===== src/common/remote_cmd_defs.svh =====
// constants for the remote command handshake block
`ifndef REMOTE_CMD_DEFS_SVH
`define REMOTE_CMD_DEFS_SVH
`define A_CTRL 4'h0
`define A_STATUS 4'h1
`define A_IRQ_STAT 4'h2
`define A_IRQ_CLR 4'h3
`define A_IRQ_EN 4'h4
`define A_GP_FUNC 4'h5
`define A_NV_FREQ 4'h6
`define A_RAM_FREQ 4'h7
`define A_RAM_TRQ 4'h8
`define A_REPLY_SEL 4'h9
`define A_REPLY 4'ha
`define A_EXEC_PEND 4'hb
`define A_EXEC_DONE 4'hc
`define CTRL_RESET 8'h00
`define IRQ_FREQ 0
`define IRQ_PERS 1
`define IRQ_EXEC 2
`define IRQ_FAULT 3
`define IRQ_RESET 4
`define NV_WRITE_TIME_NS 200
`define CLK_PERIOD_NS 20
`define NV_WRITE_CYC ((`NV_WRITE_TIME_NS + `CLK_PERIOD_NS - 1) / `CLK_PERIOD_NS)
`define INIT_CYC 16'h0010
`endif


===== src/common/remote_cmd_pkg.sv =====
// types for the remote command handshake block
package remote_cmd_pkg;
  typedef struct packed {
    logic freq_write_ram_cmd;
    logic freq_write_persist_cmd;
    logic instr_exec_request;
    logic fault_reset_request;
    logic net_input_gp3;
    logic net_input_gp4;
    logic net_input_gp5;
  } cmd_bits_t;
  typedef struct packed {
    logic freq_write_ram_done;
    logic freq_write_persist_done;
    logic instr_exec_done;
    logic fault_status_flag;
    logic station_ready_flag;
  } ret_bits_t;
  typedef enum logic [4:0] {
    S_INIT = 5'b00001,
    S_IDLE = 5'b00010,
    S_NVW = 5'b00100,
    S_EXEC = 5'b01000,
    S_RST = 5'b10000
  } state_t;
endpackage


===== src/rtl/remote_command_handshake.sv =====
// cyclic command interpreter: frequency writes, instruction batch, fault reset
//
// Notes on behaviour
// - volatile write command copies set frequency to RAM, then RAM done asserted
// - while volatile command held, set frequency is applied every cycle
// - persistent command stores word in RAM and non-volatile memory first
// - persistent done set only after both writes finished
// - vector modes also store torque command or torque limit simultaneously
// - rising edge of execution request runs the six instruction slots
// - execution done set once every slot processed
// - failed slot gets nonzero reply code; zero means success
// - fault reset request during fault resets device then clears fault flag
// - general-purpose net inputs do nothing until a function is assigned
// - command-source settings make the device ignore some command bits
// - fixed-function bits cannot be reassigned by configuration
// - torque control refused when a permanent-magnet motor is configured
// - dropping a write command drops its matching completion bit
// - protective trip sets fault flag and drops station ready
// - station ready only after initial setup completes
`timescale 1ns/1ps
`include "remote_cmd_defs.svh"
module remote_command_handshake #(
  parameter int SLOTS = 6,
  parameter int WORD_W = 16
) (
  input wire logic clk_i,
  input wire logic reset_n_i,
  input wire logic exchange_strobe_i,
  input wire remote_cmd_pkg::cmd_bits_t cmd_i,
  input wire logic [WORD_W-1:0] set_frequency_word_i,
  input wire logic [WORD_W-1:0] torque_value_i,
  input wire logic [SLOTS*WORD_W-1:0] instr_code_slot_i,
  input wire logic protect_trip_i,
  input wire logic [3:0] reg_addr_i,
  input wire logic [15:0] reg_wdata_i,
  input wire logic reg_write_i,
  input wire logic reg_read_i,
  output remote_cmd_pkg::ret_bits_t ret_o,
  output logic [WORD_W-1:0] applied_freq_o,
  output logic [2:0] gp_input_active_o,
  output logic irq_o,
  output logic [15:0] reg_rdata_o
);
  // ctrl bits: 0 vector mode, 1 torque ctrl, 2 pm motor, 3 net freq src,
  // 4 net start src, 7:5 unused (gp3..gp5 enables are in the gp function register)
  logic [7:0] ctrl_q;
  logic [2:0] gp_func_q;
  remote_cmd_pkg::cmd_bits_t cmd_q, cmd_prev_q;
  remote_cmd_pkg::ret_bits_t ret_q;
  remote_cmd_pkg::state_t state_q;
  logic [WORD_W-1:0] ram_freq_q, nv_freq_q, ram_trq_q, nv_trq_q, applied_q;
  logic [WORD_W-1:0] reply_q [SLOTS];
  logic [15:0] cnt_q;
  logic [2:0] slot_q, reply_sel_q;
  logic [4:0] irq_stat_q, irq_en_q;
  logic irq_q;
  logic [15:0] rdata_q;
  logic [2:0] gp_q;
  logic exec_pend_q;
  logic exec_all_q;
  logic nv_pend_q;
  // high the cycle after an exchange, so an edge is seen exactly once
  logic strobe_q;

  // instruction codes: valid when upper byte is 0x00 or 0x80; else error
  function automatic logic [WORD_W-1:0] run_code(input logic [WORD_W-1:0] code);
    logic [7:0] hi;
    hi = code[WORD_W-1 -: 8];
    run_code = (hi == 8'h00 || hi == 8'h80) ? '0 : {{(WORD_W-8){1'b0}}, 8'h01};
  endfunction

  wire torque_mode_w = ctrl_q[1] & ~ctrl_q[2];
  wire vector_w = ctrl_q[0];
  // frequency writes honoured only when the network is the frequency source
  wire freq_src_net_w = ctrl_q[3];
  wire start_src_net_w = ctrl_q[4];
  wire ram_cmd_w = cmd_q.freq_write_ram_cmd & freq_src_net_w;
  wire pers_cmd_w = cmd_q.freq_write_persist_cmd & freq_src_net_w;
  wire exec_edge_w = strobe_q & cmd_q.instr_exec_request & ~cmd_prev_q.instr_exec_request;
  wire rst_req_w = cmd_q.fault_reset_request & ret_q.fault_status_flag;
  wire [2:0] gp_raw_w = {cmd_q.net_input_gp5, cmd_q.net_input_gp4, cmd_q.net_input_gp3};
  wire [2:0] gp_w = gp_raw_w & gp_func_q & {3{start_src_net_w}};
  wire [WORD_W-1:0] slot_code_w = instr_code_slot_i[slot_q*WORD_W +: WORD_W];
  wire wr_ctrl_w = reg_write_i && reg_addr_i == `A_CTRL;
  wire wr_clr_w = reg_write_i && reg_addr_i == `A_IRQ_CLR;
  wire wr_en_w = reg_write_i && reg_addr_i == `A_IRQ_EN;
  wire wr_gp_w = reg_write_i && reg_addr_i == `A_GP_FUNC;
  wire wr_sel_w = reg_write_i && reg_addr_i == `A_REPLY_SEL;
  wire [4:0] ev_w;
  wire nv_done_w = state_q == remote_cmd_pkg::S_NVW && cnt_q == 16'h0001;
  wire exec_done_w = state_q == remote_cmd_pkg::S_EXEC && slot_q == 3'(SLOTS - 1);
  wire rst_done_w = state_q == remote_cmd_pkg::S_RST && cnt_q == 16'h0001;
  wire ram_set_w = ram_cmd_w & ~ret_q.freq_write_ram_done;
  assign ev_w[`IRQ_FREQ] = ram_set_w;
  assign ev_w[`IRQ_PERS] = nv_done_w;
  assign ev_w[`IRQ_EXEC] = exec_done_w;
  assign ev_w[`IRQ_FAULT] = protect_trip_i & ~ret_q.fault_status_flag;
  assign ev_w[`IRQ_RESET] = rst_done_w;

  logic [15:0] rd_mux_w;
  always_comb begin
    rd_mux_w = 16'h0000;
    case (reg_addr_i)
      `A_CTRL: rd_mux_w = {8'h00, ctrl_q};
      `A_STATUS: rd_mux_w = {5'h00, torque_mode_w, state_q, ret_q};
      `A_IRQ_STAT: rd_mux_w = {11'h000, irq_stat_q};
      `A_IRQ_EN: rd_mux_w = {11'h000, irq_en_q};
      `A_GP_FUNC: rd_mux_w = {13'h0000, gp_func_q};
      `A_NV_FREQ: rd_mux_w = 16'(nv_freq_q);
      `A_RAM_FREQ: rd_mux_w = 16'(ram_freq_q);
      `A_RAM_TRQ: rd_mux_w = 16'(ram_trq_q);
      `A_REPLY_SEL: rd_mux_w = {13'h0000, reply_sel_q};
      `A_REPLY: rd_mux_w = 16'(reply_q[reply_sel_q]);
      `A_EXEC_PEND: rd_mux_w = {14'h0000, exec_all_q, exec_pend_q};
      `A_EXEC_DONE: rd_mux_w = {15'h0000, nv_pend_q};
      default: rd_mux_w = 16'h0000;
    endcase
  end

  // register port
  always_ff @(posedge clk_i) begin
    if (!reset_n_i) begin
      ctrl_q <= `CTRL_RESET;
      gp_func_q <= 3'h0;
      irq_en_q <= 5'h00;
      irq_stat_q <= 5'h00;
      reply_sel_q <= 3'h0;
      rdata_q <= 16'h0000;
      irq_q <= 1'b0;
    end else begin
      if (wr_ctrl_w) ctrl_q <= reg_wdata_i[7:0];
      if (wr_gp_w) gp_func_q <= reg_wdata_i[2:0];
      if (wr_en_w) irq_en_q <= reg_wdata_i[4:0];
      if (wr_sel_w) reply_sel_q <= reg_wdata_i[2:0];
      // set wins over a simultaneous clear
      irq_stat_q <= (irq_stat_q & ~(wr_clr_w ? reg_wdata_i[4:0] : 5'h00)) | ev_w;
      rdata_q <= reg_read_i ? rd_mux_w : 16'h0000;
      irq_q <= |(irq_stat_q & irq_en_q);
    end
  end

  // command sampling, once per cyclic exchange
  always_ff @(posedge clk_i) begin
    if (!reset_n_i) begin
      cmd_q <= '0;
      cmd_prev_q <= '0;
      strobe_q <= 1'b0;
    end else begin
      strobe_q <= exchange_strobe_i;
      if (exchange_strobe_i) begin
        cmd_q <= cmd_i;
        cmd_prev_q <= cmd_q;
      end
    end
  end

  // volatile write, RAM copy after a persistent write, gp input register
  always_ff @(posedge clk_i) begin
    if (!reset_n_i) begin
      ram_freq_q <= '0;
      ram_trq_q <= '0;
      applied_q <= '0;
      gp_q <= 3'h0;
    end else begin
      gp_q <= gp_w;
      if (ram_cmd_w) begin
        ram_freq_q <= set_frequency_word_i;
        applied_q <= set_frequency_word_i;
        if (vector_w) ram_trq_q <= torque_value_i;
      end else if (nv_done_w) begin
        ram_freq_q <= nv_freq_q;
        applied_q <= nv_freq_q;
        if (vector_w) ram_trq_q <= nv_trq_q;
      end
    end
  end

  // sequencer: init, non-volatile write, instruction batch, fault reset
  always_ff @(posedge clk_i) begin
    if (!reset_n_i) begin
      state_q <= remote_cmd_pkg::S_INIT;
      cnt_q <= `INIT_CYC;
      slot_q <= 3'h0;
      nv_freq_q <= '0;
      nv_trq_q <= '0;
      for (int i = 0; i < SLOTS; i++) reply_q[i] <= '0;
      ret_q.freq_write_ram_done <= 1'b0;
      ret_q.freq_write_persist_done <= 1'b0;
      ret_q.instr_exec_done <= 1'b0;
      ret_q.fault_status_flag <= 1'b0;
      ret_q.station_ready_flag <= 1'b0;
      exec_pend_q <= 1'b0;
      exec_all_q <= 1'b0;
      nv_pend_q <= 1'b0;
    end else begin
      if (exec_edge_w) exec_pend_q <= 1'b1;
      // done once RAM holds the word, then stands until the command drops
      ret_q.freq_write_ram_done <= ram_cmd_w &
        (ret_q.freq_write_ram_done | (ram_freq_q == set_frequency_word_i));
      if (!cmd_q.instr_exec_request) ret_q.instr_exec_done <= 1'b0;
      if (!pers_cmd_w) ret_q.freq_write_persist_done <= 1'b0;
      if (pers_cmd_w && !ret_q.freq_write_persist_done) nv_pend_q <= 1'b1;
      if (protect_trip_i) begin
        ret_q.fault_status_flag <= 1'b1;
        ret_q.station_ready_flag <= 1'b0;
      end
      case (state_q)
        remote_cmd_pkg::S_INIT: begin
          cnt_q <= cnt_q - 16'h0001;
          if (cnt_q == 16'h0001) begin
            state_q <= remote_cmd_pkg::S_IDLE;
            ret_q.station_ready_flag <= ~protect_trip_i;
          end
        end
        remote_cmd_pkg::S_IDLE: begin
          if (rst_req_w) begin
            state_q <= remote_cmd_pkg::S_RST;
            cnt_q <= `INIT_CYC;
          end else if (nv_pend_q && pers_cmd_w && !ret_q.freq_write_persist_done) begin
            nv_freq_q <= set_frequency_word_i;
            if (vector_w) nv_trq_q <= torque_value_i;
            cnt_q <= 16'(`NV_WRITE_CYC);
            state_q <= remote_cmd_pkg::S_NVW;
          end else if (exec_pend_q) begin
            exec_pend_q <= exec_edge_w;
            slot_q <= 3'h0;
            state_q <= remote_cmd_pkg::S_EXEC;
          end
        end
        remote_cmd_pkg::S_NVW: begin
          cnt_q <= cnt_q - 16'h0001;
          if (nv_done_w) begin
            nv_pend_q <= 1'b0;
            ret_q.freq_write_persist_done <= pers_cmd_w;
            state_q <= remote_cmd_pkg::S_IDLE;
          end
        end
        remote_cmd_pkg::S_EXEC: begin
          reply_q[slot_q] <= run_code(slot_code_w);
          slot_q <= slot_q + 3'h1;
          if (exec_done_w) begin
            exec_all_q <= 1'b1;
            ret_q.instr_exec_done <= cmd_q.instr_exec_request;
            state_q <= remote_cmd_pkg::S_IDLE;
          end
        end
        remote_cmd_pkg::S_RST: begin
          cnt_q <= cnt_q - 16'h0001;
          if (rst_done_w) begin
            ret_q.fault_status_flag <= protect_trip_i;
            ret_q.station_ready_flag <= ~protect_trip_i;
            state_q <= remote_cmd_pkg::S_IDLE;
          end
        end
        default: state_q <= remote_cmd_pkg::S_IDLE;
      endcase
    end
  end

  assign ret_o = ret_q;
  assign applied_freq_o = applied_q;
  assign gp_input_active_o = gp_q;
  assign irq_o = irq_q;
  assign reg_rdata_o = rdata_q;
endmodule


===== config.mk =====
export PLATFORM = sky130hd
export DESIGN_NAME = remote_command_handshake
export DESIGN_NICKNAME = d
export VERILOG_FILES = /design/src/common/remote_cmd_pkg.sv /design/src/rtl/remote_command_handshake.sv
export VERILOG_INCLUDE_DIRS = /design/src /design/src/common
export SDC_FILE = /design/constraint.sdc
export NUM_CORES = 1
export LEC_CHECK = 0
export BUFFER_PORTS_ARGS = -buffer_cell sky130_fd_sc_hd__clkbuf_2
export CAP_MARGIN = 20
export CORE_ASPECT_RATIO = 1.75
export CORE_MARGIN = 5
export CORE_UTILIZATION = 48
export CTS_BUF_LIST = sky130_fd_sc_hd__clkbuf_16
export CTS_CLUSTER_DIAMETER = 50
export DETAILED_ROUTE_END_ITERATION = 10
export GPL_TIMING_DRIVEN = 0
export PLACE_DENSITY_LB_ADDON = 0.3
export SYNTH_ARGS = -nofsm -noshare
export SYNTH_HDL_FRONTEND = slang
export SYNTH_SLANG_ARGS = --single-unit

===== constraint.sdc =====
create_clock -name clk_i -period 5.85 [get_ports clk_i]
set_input_delay 0.8775 -clock clk_i [delete_from_list [all_inputs] [get_ports clk_i]]
set_output_delay 0.8775 -clock clk_i [all_outputs]
set_load 0.02 [all_outputs]

Yosys cells after proc, flatten, opt, wreduce, memory -nomap -nowiden
Memory sizes are Yosys's and may differ from the RTL's. A register that Yosys moved wholly into a read port is not among the register bits.
Index checks and enable logic that the tools add are counted.
Widths: inputs -> output; s select.
{ "word_totals": {"regBits": 149, "mem_bits_rw": 6, "in_bits": 161, "output_inout_bits": 41, "word_cells": 171, "mem_count": 1} }
{ "memory_table": {"columns": ["memory", "depth", "word_bits", "read_ports", "rd_clocked_by_memory_dff", "wr", "line", "text"], "rows": [
  ["reply_q", 6, 1, 1, 1, 6, "remote_command_handshake.sv:52", "logic [WORD_W-1:0] reply_q [SLOTS];"]
]} }
{ "op_classes": {"add_sub_neg": 2, "eq_ne": 32, "shifts": 1, "muxes": 52, "n_bitwise": 22, "n_reduce_logical": 29} }
{ "ops": {"columns": ["operator", "n"], "rows": [
  ["$pmux 16 s12", 1],
  ["$mux 16", 8],
  ["$shiftx 96x8->16", 1],
  ["$mux 5", 8],
  ["$pmux 16 s2", 1],
  ["$pmux 5 s5", 1],
  ["$mux 1", 23],
  ["$eq 4x4->1 const B", 5],
  ["$mux 3", 6],
  ["$ne 2x2->1 const B", 9],
  ["$eq 16x1->1 const B", 1],
  ["$eq 16x16->1", 1],
  ["$eq 4x3->1 const B", 4],
  ["$sub 16x1->16 const B", 1],
  ["$logic_and 1x1->1", 11],
  ["$and 5x5->5", 2],
  ["$and 1x1->1", 9],
  ["$eq 4x2->1 const B", 2],
  ["$eq 8x8->1 const B", 1],
  ["$logic_not 8->1", 1],
  ["$reduce_and 4->1", 2],
  ["$and 3x3->3", 2],
  ["$not 1->1", 6],
  ["$pmux 3 s2", 1],
  ["other kinds (25)", 31]
]} }

Depth between registers and ports, before layout
{ "depth": {"ltp_word": 7, "ltp_mapped": 9, "ltp_nobuf": 7} }

Least setup slack after synthesis
Ideal clock, no wire load.
{ "synth_timing": {"path_kind": "in2reg", "start": "input port reg_addr_i[1]", "end": "register rdata_q[11] (netlist: reg_rdata_o[11])", "setup_time_ns": 0.128, "arrival_ns": 2.142, "required_ns": 5.722, "setup_slack_ns": 3.580, "path_stages": 7, "n_path_buf": 2, "path_cell_list": "clkbuf_1 -> inv_1 -> nor3_1 -> o21ai_0 -> nand4_1 -> clkbuf_1 -> nor2_1"} }
{ "synth_between": {"elab_chain_len": 2, "elab_cells_between_ends": 13, "cone_classes": "eq/ne: 11; mux: 1; reduce/logical: 1"} }
{ "synth_rtl": {"columns": ["element", "line", "text"], "rows": [
  ["start, declared", "remote_command_handshake.sv:34", "input wire logic [3:0] reg_addr_i,"],
  ["$eq 4x4->1 (tied with other cells)", "remote_command_handshake.sv:103", "case (reg_addr_i)"],
  ["$pmux 16 s12 *", "remote_command_handshake.sv:103", null],
  ["end signal, assigned", "remote_command_handshake.sv:137", "rdata_q <= reg_read_i ? rd_mux_w : 16'h0000;"],
  ["end, declared", "remote_command_handshake.sv:57", "logic [15:0] rdata_q;"]
]} }
Mark *: on every way between the ends. The rest lies on a longest branch, timed or not.
A chain may end at the register's enable or synchronous reset.

Worst setup path after layout
{ "layout_timing": {"start": "input port reg_addr_i[1]", "end": "register rdata_q[9] (netlist: reg_rdata_o[9])"} }
Same word-level chain as after synthesis.

==> impl_metrics.env <==
export IMPL_status="finished, final reports clean"
export IMPL_r2r_cells=6
export IMPL_wl_per_cell_um=18.73
export IMPL_cp_endpoint="reg_rdata_o[9]$_SDFF_PN0_"
export IMPL_synth_warning_count=0
export IMPL_max_freq_mhz=379.0
export IMPL_grt_overflow_total=0
export IMPL_ant_nets=0
export IMPL_htreeDepth=4
export IMPL_post_cts_buffers=0
export IMPL_cts_tree="done"
export IMPL_num_vias=7177
export IMPL_hp_class="flip-flop to flip-flop"
export IMPL_synth_edf_count=3
export IMPL_start_kind="primary input"
export IMPL_seq_area_frac_synth=0.4338
export IMPL_setup_viol=0
export IMPL_cts_sinks=160
export IMPL_reg2reg_setup_slack_ns=3.46
export IMPL_clockPowerShare=0.400
export IMPL_synth_most_common_cell="dfxtp_1"
export IMPL_nets=1191
export IMPL_drt_iter0_markers=414
export IMPL_area_growth_pct=20.30
export IMPL_gp_congestion=0.9222
export IMPL_cts_hold_buffers=0
export IMPL_routed_via_density=5.859
export IMPL_cts_buffers=17
export IMPL_async_reset_ff_frac=0
export IMPL_cts_repair_resized=0
export IMPL_clock_skew_final_ns=0.01547
export IMPL_dieWidth_um=104.2
export IMPL_synth_top_area_cell="dfxtp_1"
export IMPL_crit_arrival_ns=2.93
export IMPL_synth_area_um2=7453
export IMPL_max_slew_margin_rel=0.4771
export IMPL_worstSetupEndpointType="flip-flop"
export IMPL_fp_dieH_um=174.8
export IMPL_finalHoldViolations=0
export IMPL_fin_util=0.5855
export IMPL_seq_power_share=0.438
export IMPL_synth_seq_cells=160
export IMPL_rows=60
export IMPL_timing_rr_start="cnt_q[11]$_SDFFE_PN0P_"
export IMPL_synth_area_leaders="dfxtp_1 42%, nand2_1 7.1%, nand3_1 4.4%"
export IMPL_power_total_mw=2.758
export IMPL_max_clock_path_buffers=2
export IMPL_rsz0062_at_grt="false"
export IMPL_synth_fp_nets=1034
export IMPL_fin_crit_sh=0.4510
export IMPL_cap_viol_max_count=0
export IMPL_crit_start="reg_addr_i[1]"
export IMPL_p_per_area_nw_per_um2=307.6
export IMPL_syn_inst=869
export IMPL_required_ns=6.15
export IMPL_path_class="primary input to flip-flop"
export IMPL_syn_area_per_cell_um2=8.577
export IMPL_insertion_delay_ns=0.43
export IMPL_io_pin_count=202
export IMPL_initial_core_util=0.4867
export IMPL_grt_pass1_wl_um=36270
export IMPL_leakage_nw=3.620
export IMPL_io_buffers=138
export IMPL_internal_power_mw=1.900
export IMPL_synth_top_cells_by_count="157 x dfxtp_1, 141 x nand2_1, 65 x nand3_1"
export IMPL_worst_slew_pin_slew_ns=0.7746
export IMPL_finalMaxSlewViolations=0
export IMPL_detailed_place_hpwl_um=17820
export IMPL_drc=0
export IMPL_n_antenna_cell=0
export IMPL_p_comb_frac=0.162
export IMPL_grt_usage=0.2478
export IMPL_grt_antenna_before_repair=0
export IMPL_switching_share=0.3110
export IMPL_synthDominantCellAreaShare=0.4217
export IMPL_path_max_fanout=10
export IMPL_drt_total_wl_um=22940
export IMPL_whs_ns=0.4651
export IMPL_grt_pass1_vias=7107
export IMPL_clk_pin_slew_ns=0.08
export IMPL_drive_gt1_frac=0.1858
export IMPL_dr_pass1_iters=5
export IMPL_p_sw_mw=0.8578
export IMPL_grt_max_degree=19
export IMPL_timing_rr_end="applied_freq_o[11]$_SDFFE_PN0P_"
export IMPL_vdd_drop_max_mv=0.1943
export IMPL_cts_root_buf="clkbuf_16"
export IMPL_core_um2=15310
export IMPL_setup_tns_final_ns=0
export IMPL_synthFlopType="dfxtp_1"
export IMPL_min_period_ns=2.638
export IMPL_ys_types=62
export IMPL_dieArea_um2=18220
## state kept, by name (all words and copies together), names as in the netlist, 3 cells and up, named ones only
name	count
applied_freq_o	16
cmd_q	7
cnt_q	16
ctrl_q	8
gp_func_q	3
gp_input_active_o	3
irq_en_q	5
irq_stat_q	5
nv_freq_q	16
nv_trq_q	16
ram_trq_q	16
reg_rdata_o	16
reply_q	8
reply_sel_q	3
ret_o	5
slot_q	3
state_q	5
## kinds of logic (layout without fill, tap and decap cells)
kind of cell	after synthesis	count (layout)	share of synthesized area
simple gates	371	371	0.2503
compound gates	200	200	0.1890
flops	160	160	0.4338
buf+inv	73	243	0.03945
mux	32	32	0.04667
xor+xnor	29	29	0.03408
fa+ha+maj	4	4	0.006715
## critical path: stages
cell and delay [ns]:
clkbuf_2 0.10, clkbuf_1 0.41, inv_1 0.18, nor3_1 0.33, o21ai_0 0.12, nand4_1 0.31
clkbuf_1 0.49, a21oi_1 0.11
## metrics by stage
step,worst slack [ns],instances,instance area (um^2)
after floorplan,3.580,869,7453
after CTS,3.286,1225,8966
final,3.212,1225,8966
after global routing,3.081,1225,8966
after detailed placement,2.836,1193,8377
after global placement,2.814,1193,8377
## how the worst min path moves through the flow
stage,start,endpoint,slack (ns),cells after the start
after floorplan,reply_q[2]$_DFF_P_,reply_q[2]$_DFF_P_,0.43,2
after global placement,exec_all_q$_SDFFE_PN0P_,exec_all_q$_SDFFE_PN0P_,0.45,1
after detailed placement,exec_all_q$_SDFFE_PN0P_,exec_all_q$_SDFFE_PN0P_,0.46,1
after CTS,ctrl_q[6]$_SDFFE_PN0P_,ctrl_q[6]$_SDFFE_PN0P_,0.47,2
after global routing,exec_all_q$_SDFFE_PN0P_,exec_all_q$_SDFFE_PN0P_,0.49,1
final,ctrl_q[6]$_SDFFE_PN0P_,ctrl_q[6]$_SDFFE_PN0P_,0.47,2
## layer usage
layer  GRT usage  up-vias  wire length (um)
li1            -     3452                 -
met1      0.2527     3323              8333
met2      0.4609      326             12010
met3     0.05250       76              1419
met4      0.1383        0              1178
met5           0        -                 0
## area by class of cell
type                            count  area [um^2]
Clock buffer                       17        425.4
Tap cell                          186        232.7
Inverter                            7        26.28
Multi-Input combinational cell    636         3926
Timing Repair Buffer              138        690.7
Sequential cell                   160         3233
Clock inverter                     15        163.9
Fill cell                        1421         6349
Buffer                             66        267.8
## layout by cell type (no fill, tap or decap), drive strengths merged, types with 3 or more instances in the layout
| cell type | n |
|---|---|
| edfxtp | 3 |
| nand3b | 4 |
| nand4b | 4 |
| nor3b | 5 |
| nor4 | 19 |
| nand4 | 7 |
| a31oi | 25 |
| clkbuf | 205 |
| nand2b | 5 |
| a21oi | 19 |
| nand3 | 65 |
| dfxtp | 157 |
| o211ai | 6 |
| a21boi | 28 |
| o311ai | 3 |
| a222oi | 9 |
| xor2 | 29 |
| clkinv | 5 |
| o31ai | 3 |
| a22oi | 15 |
| mux2i | 28 |
| buf | 16 |
| o2111ai | 3 |
| o21ai | 53 |
| and3 | 11 |
| ha | 4 |
| o211a | 18 |
| nor4b | 5 |
| nor3 | 10 |
| nor2b | 33 |
| nand2 | 141 |
| inv | 16 |
| nor2 | 43 |
| and2 | 10 |
## power groups by stage
stage / registers (mW) / logic (mW) / clock network (mW)
6_report: 1.21 / 0.448 / 1.10
5_1_grt: 1.21 / 0.491 / 1.16
4_1_cts: 1.21 / 0.444 / 1.11
3_5_place_dp: 1.23 / 0.442 / 0
3_3_place_gp: 1.23 / 0.435 / 0
2_1_floorplan: 1.22 / 0.311 / 0
Power figures use the tool's default switching activity.
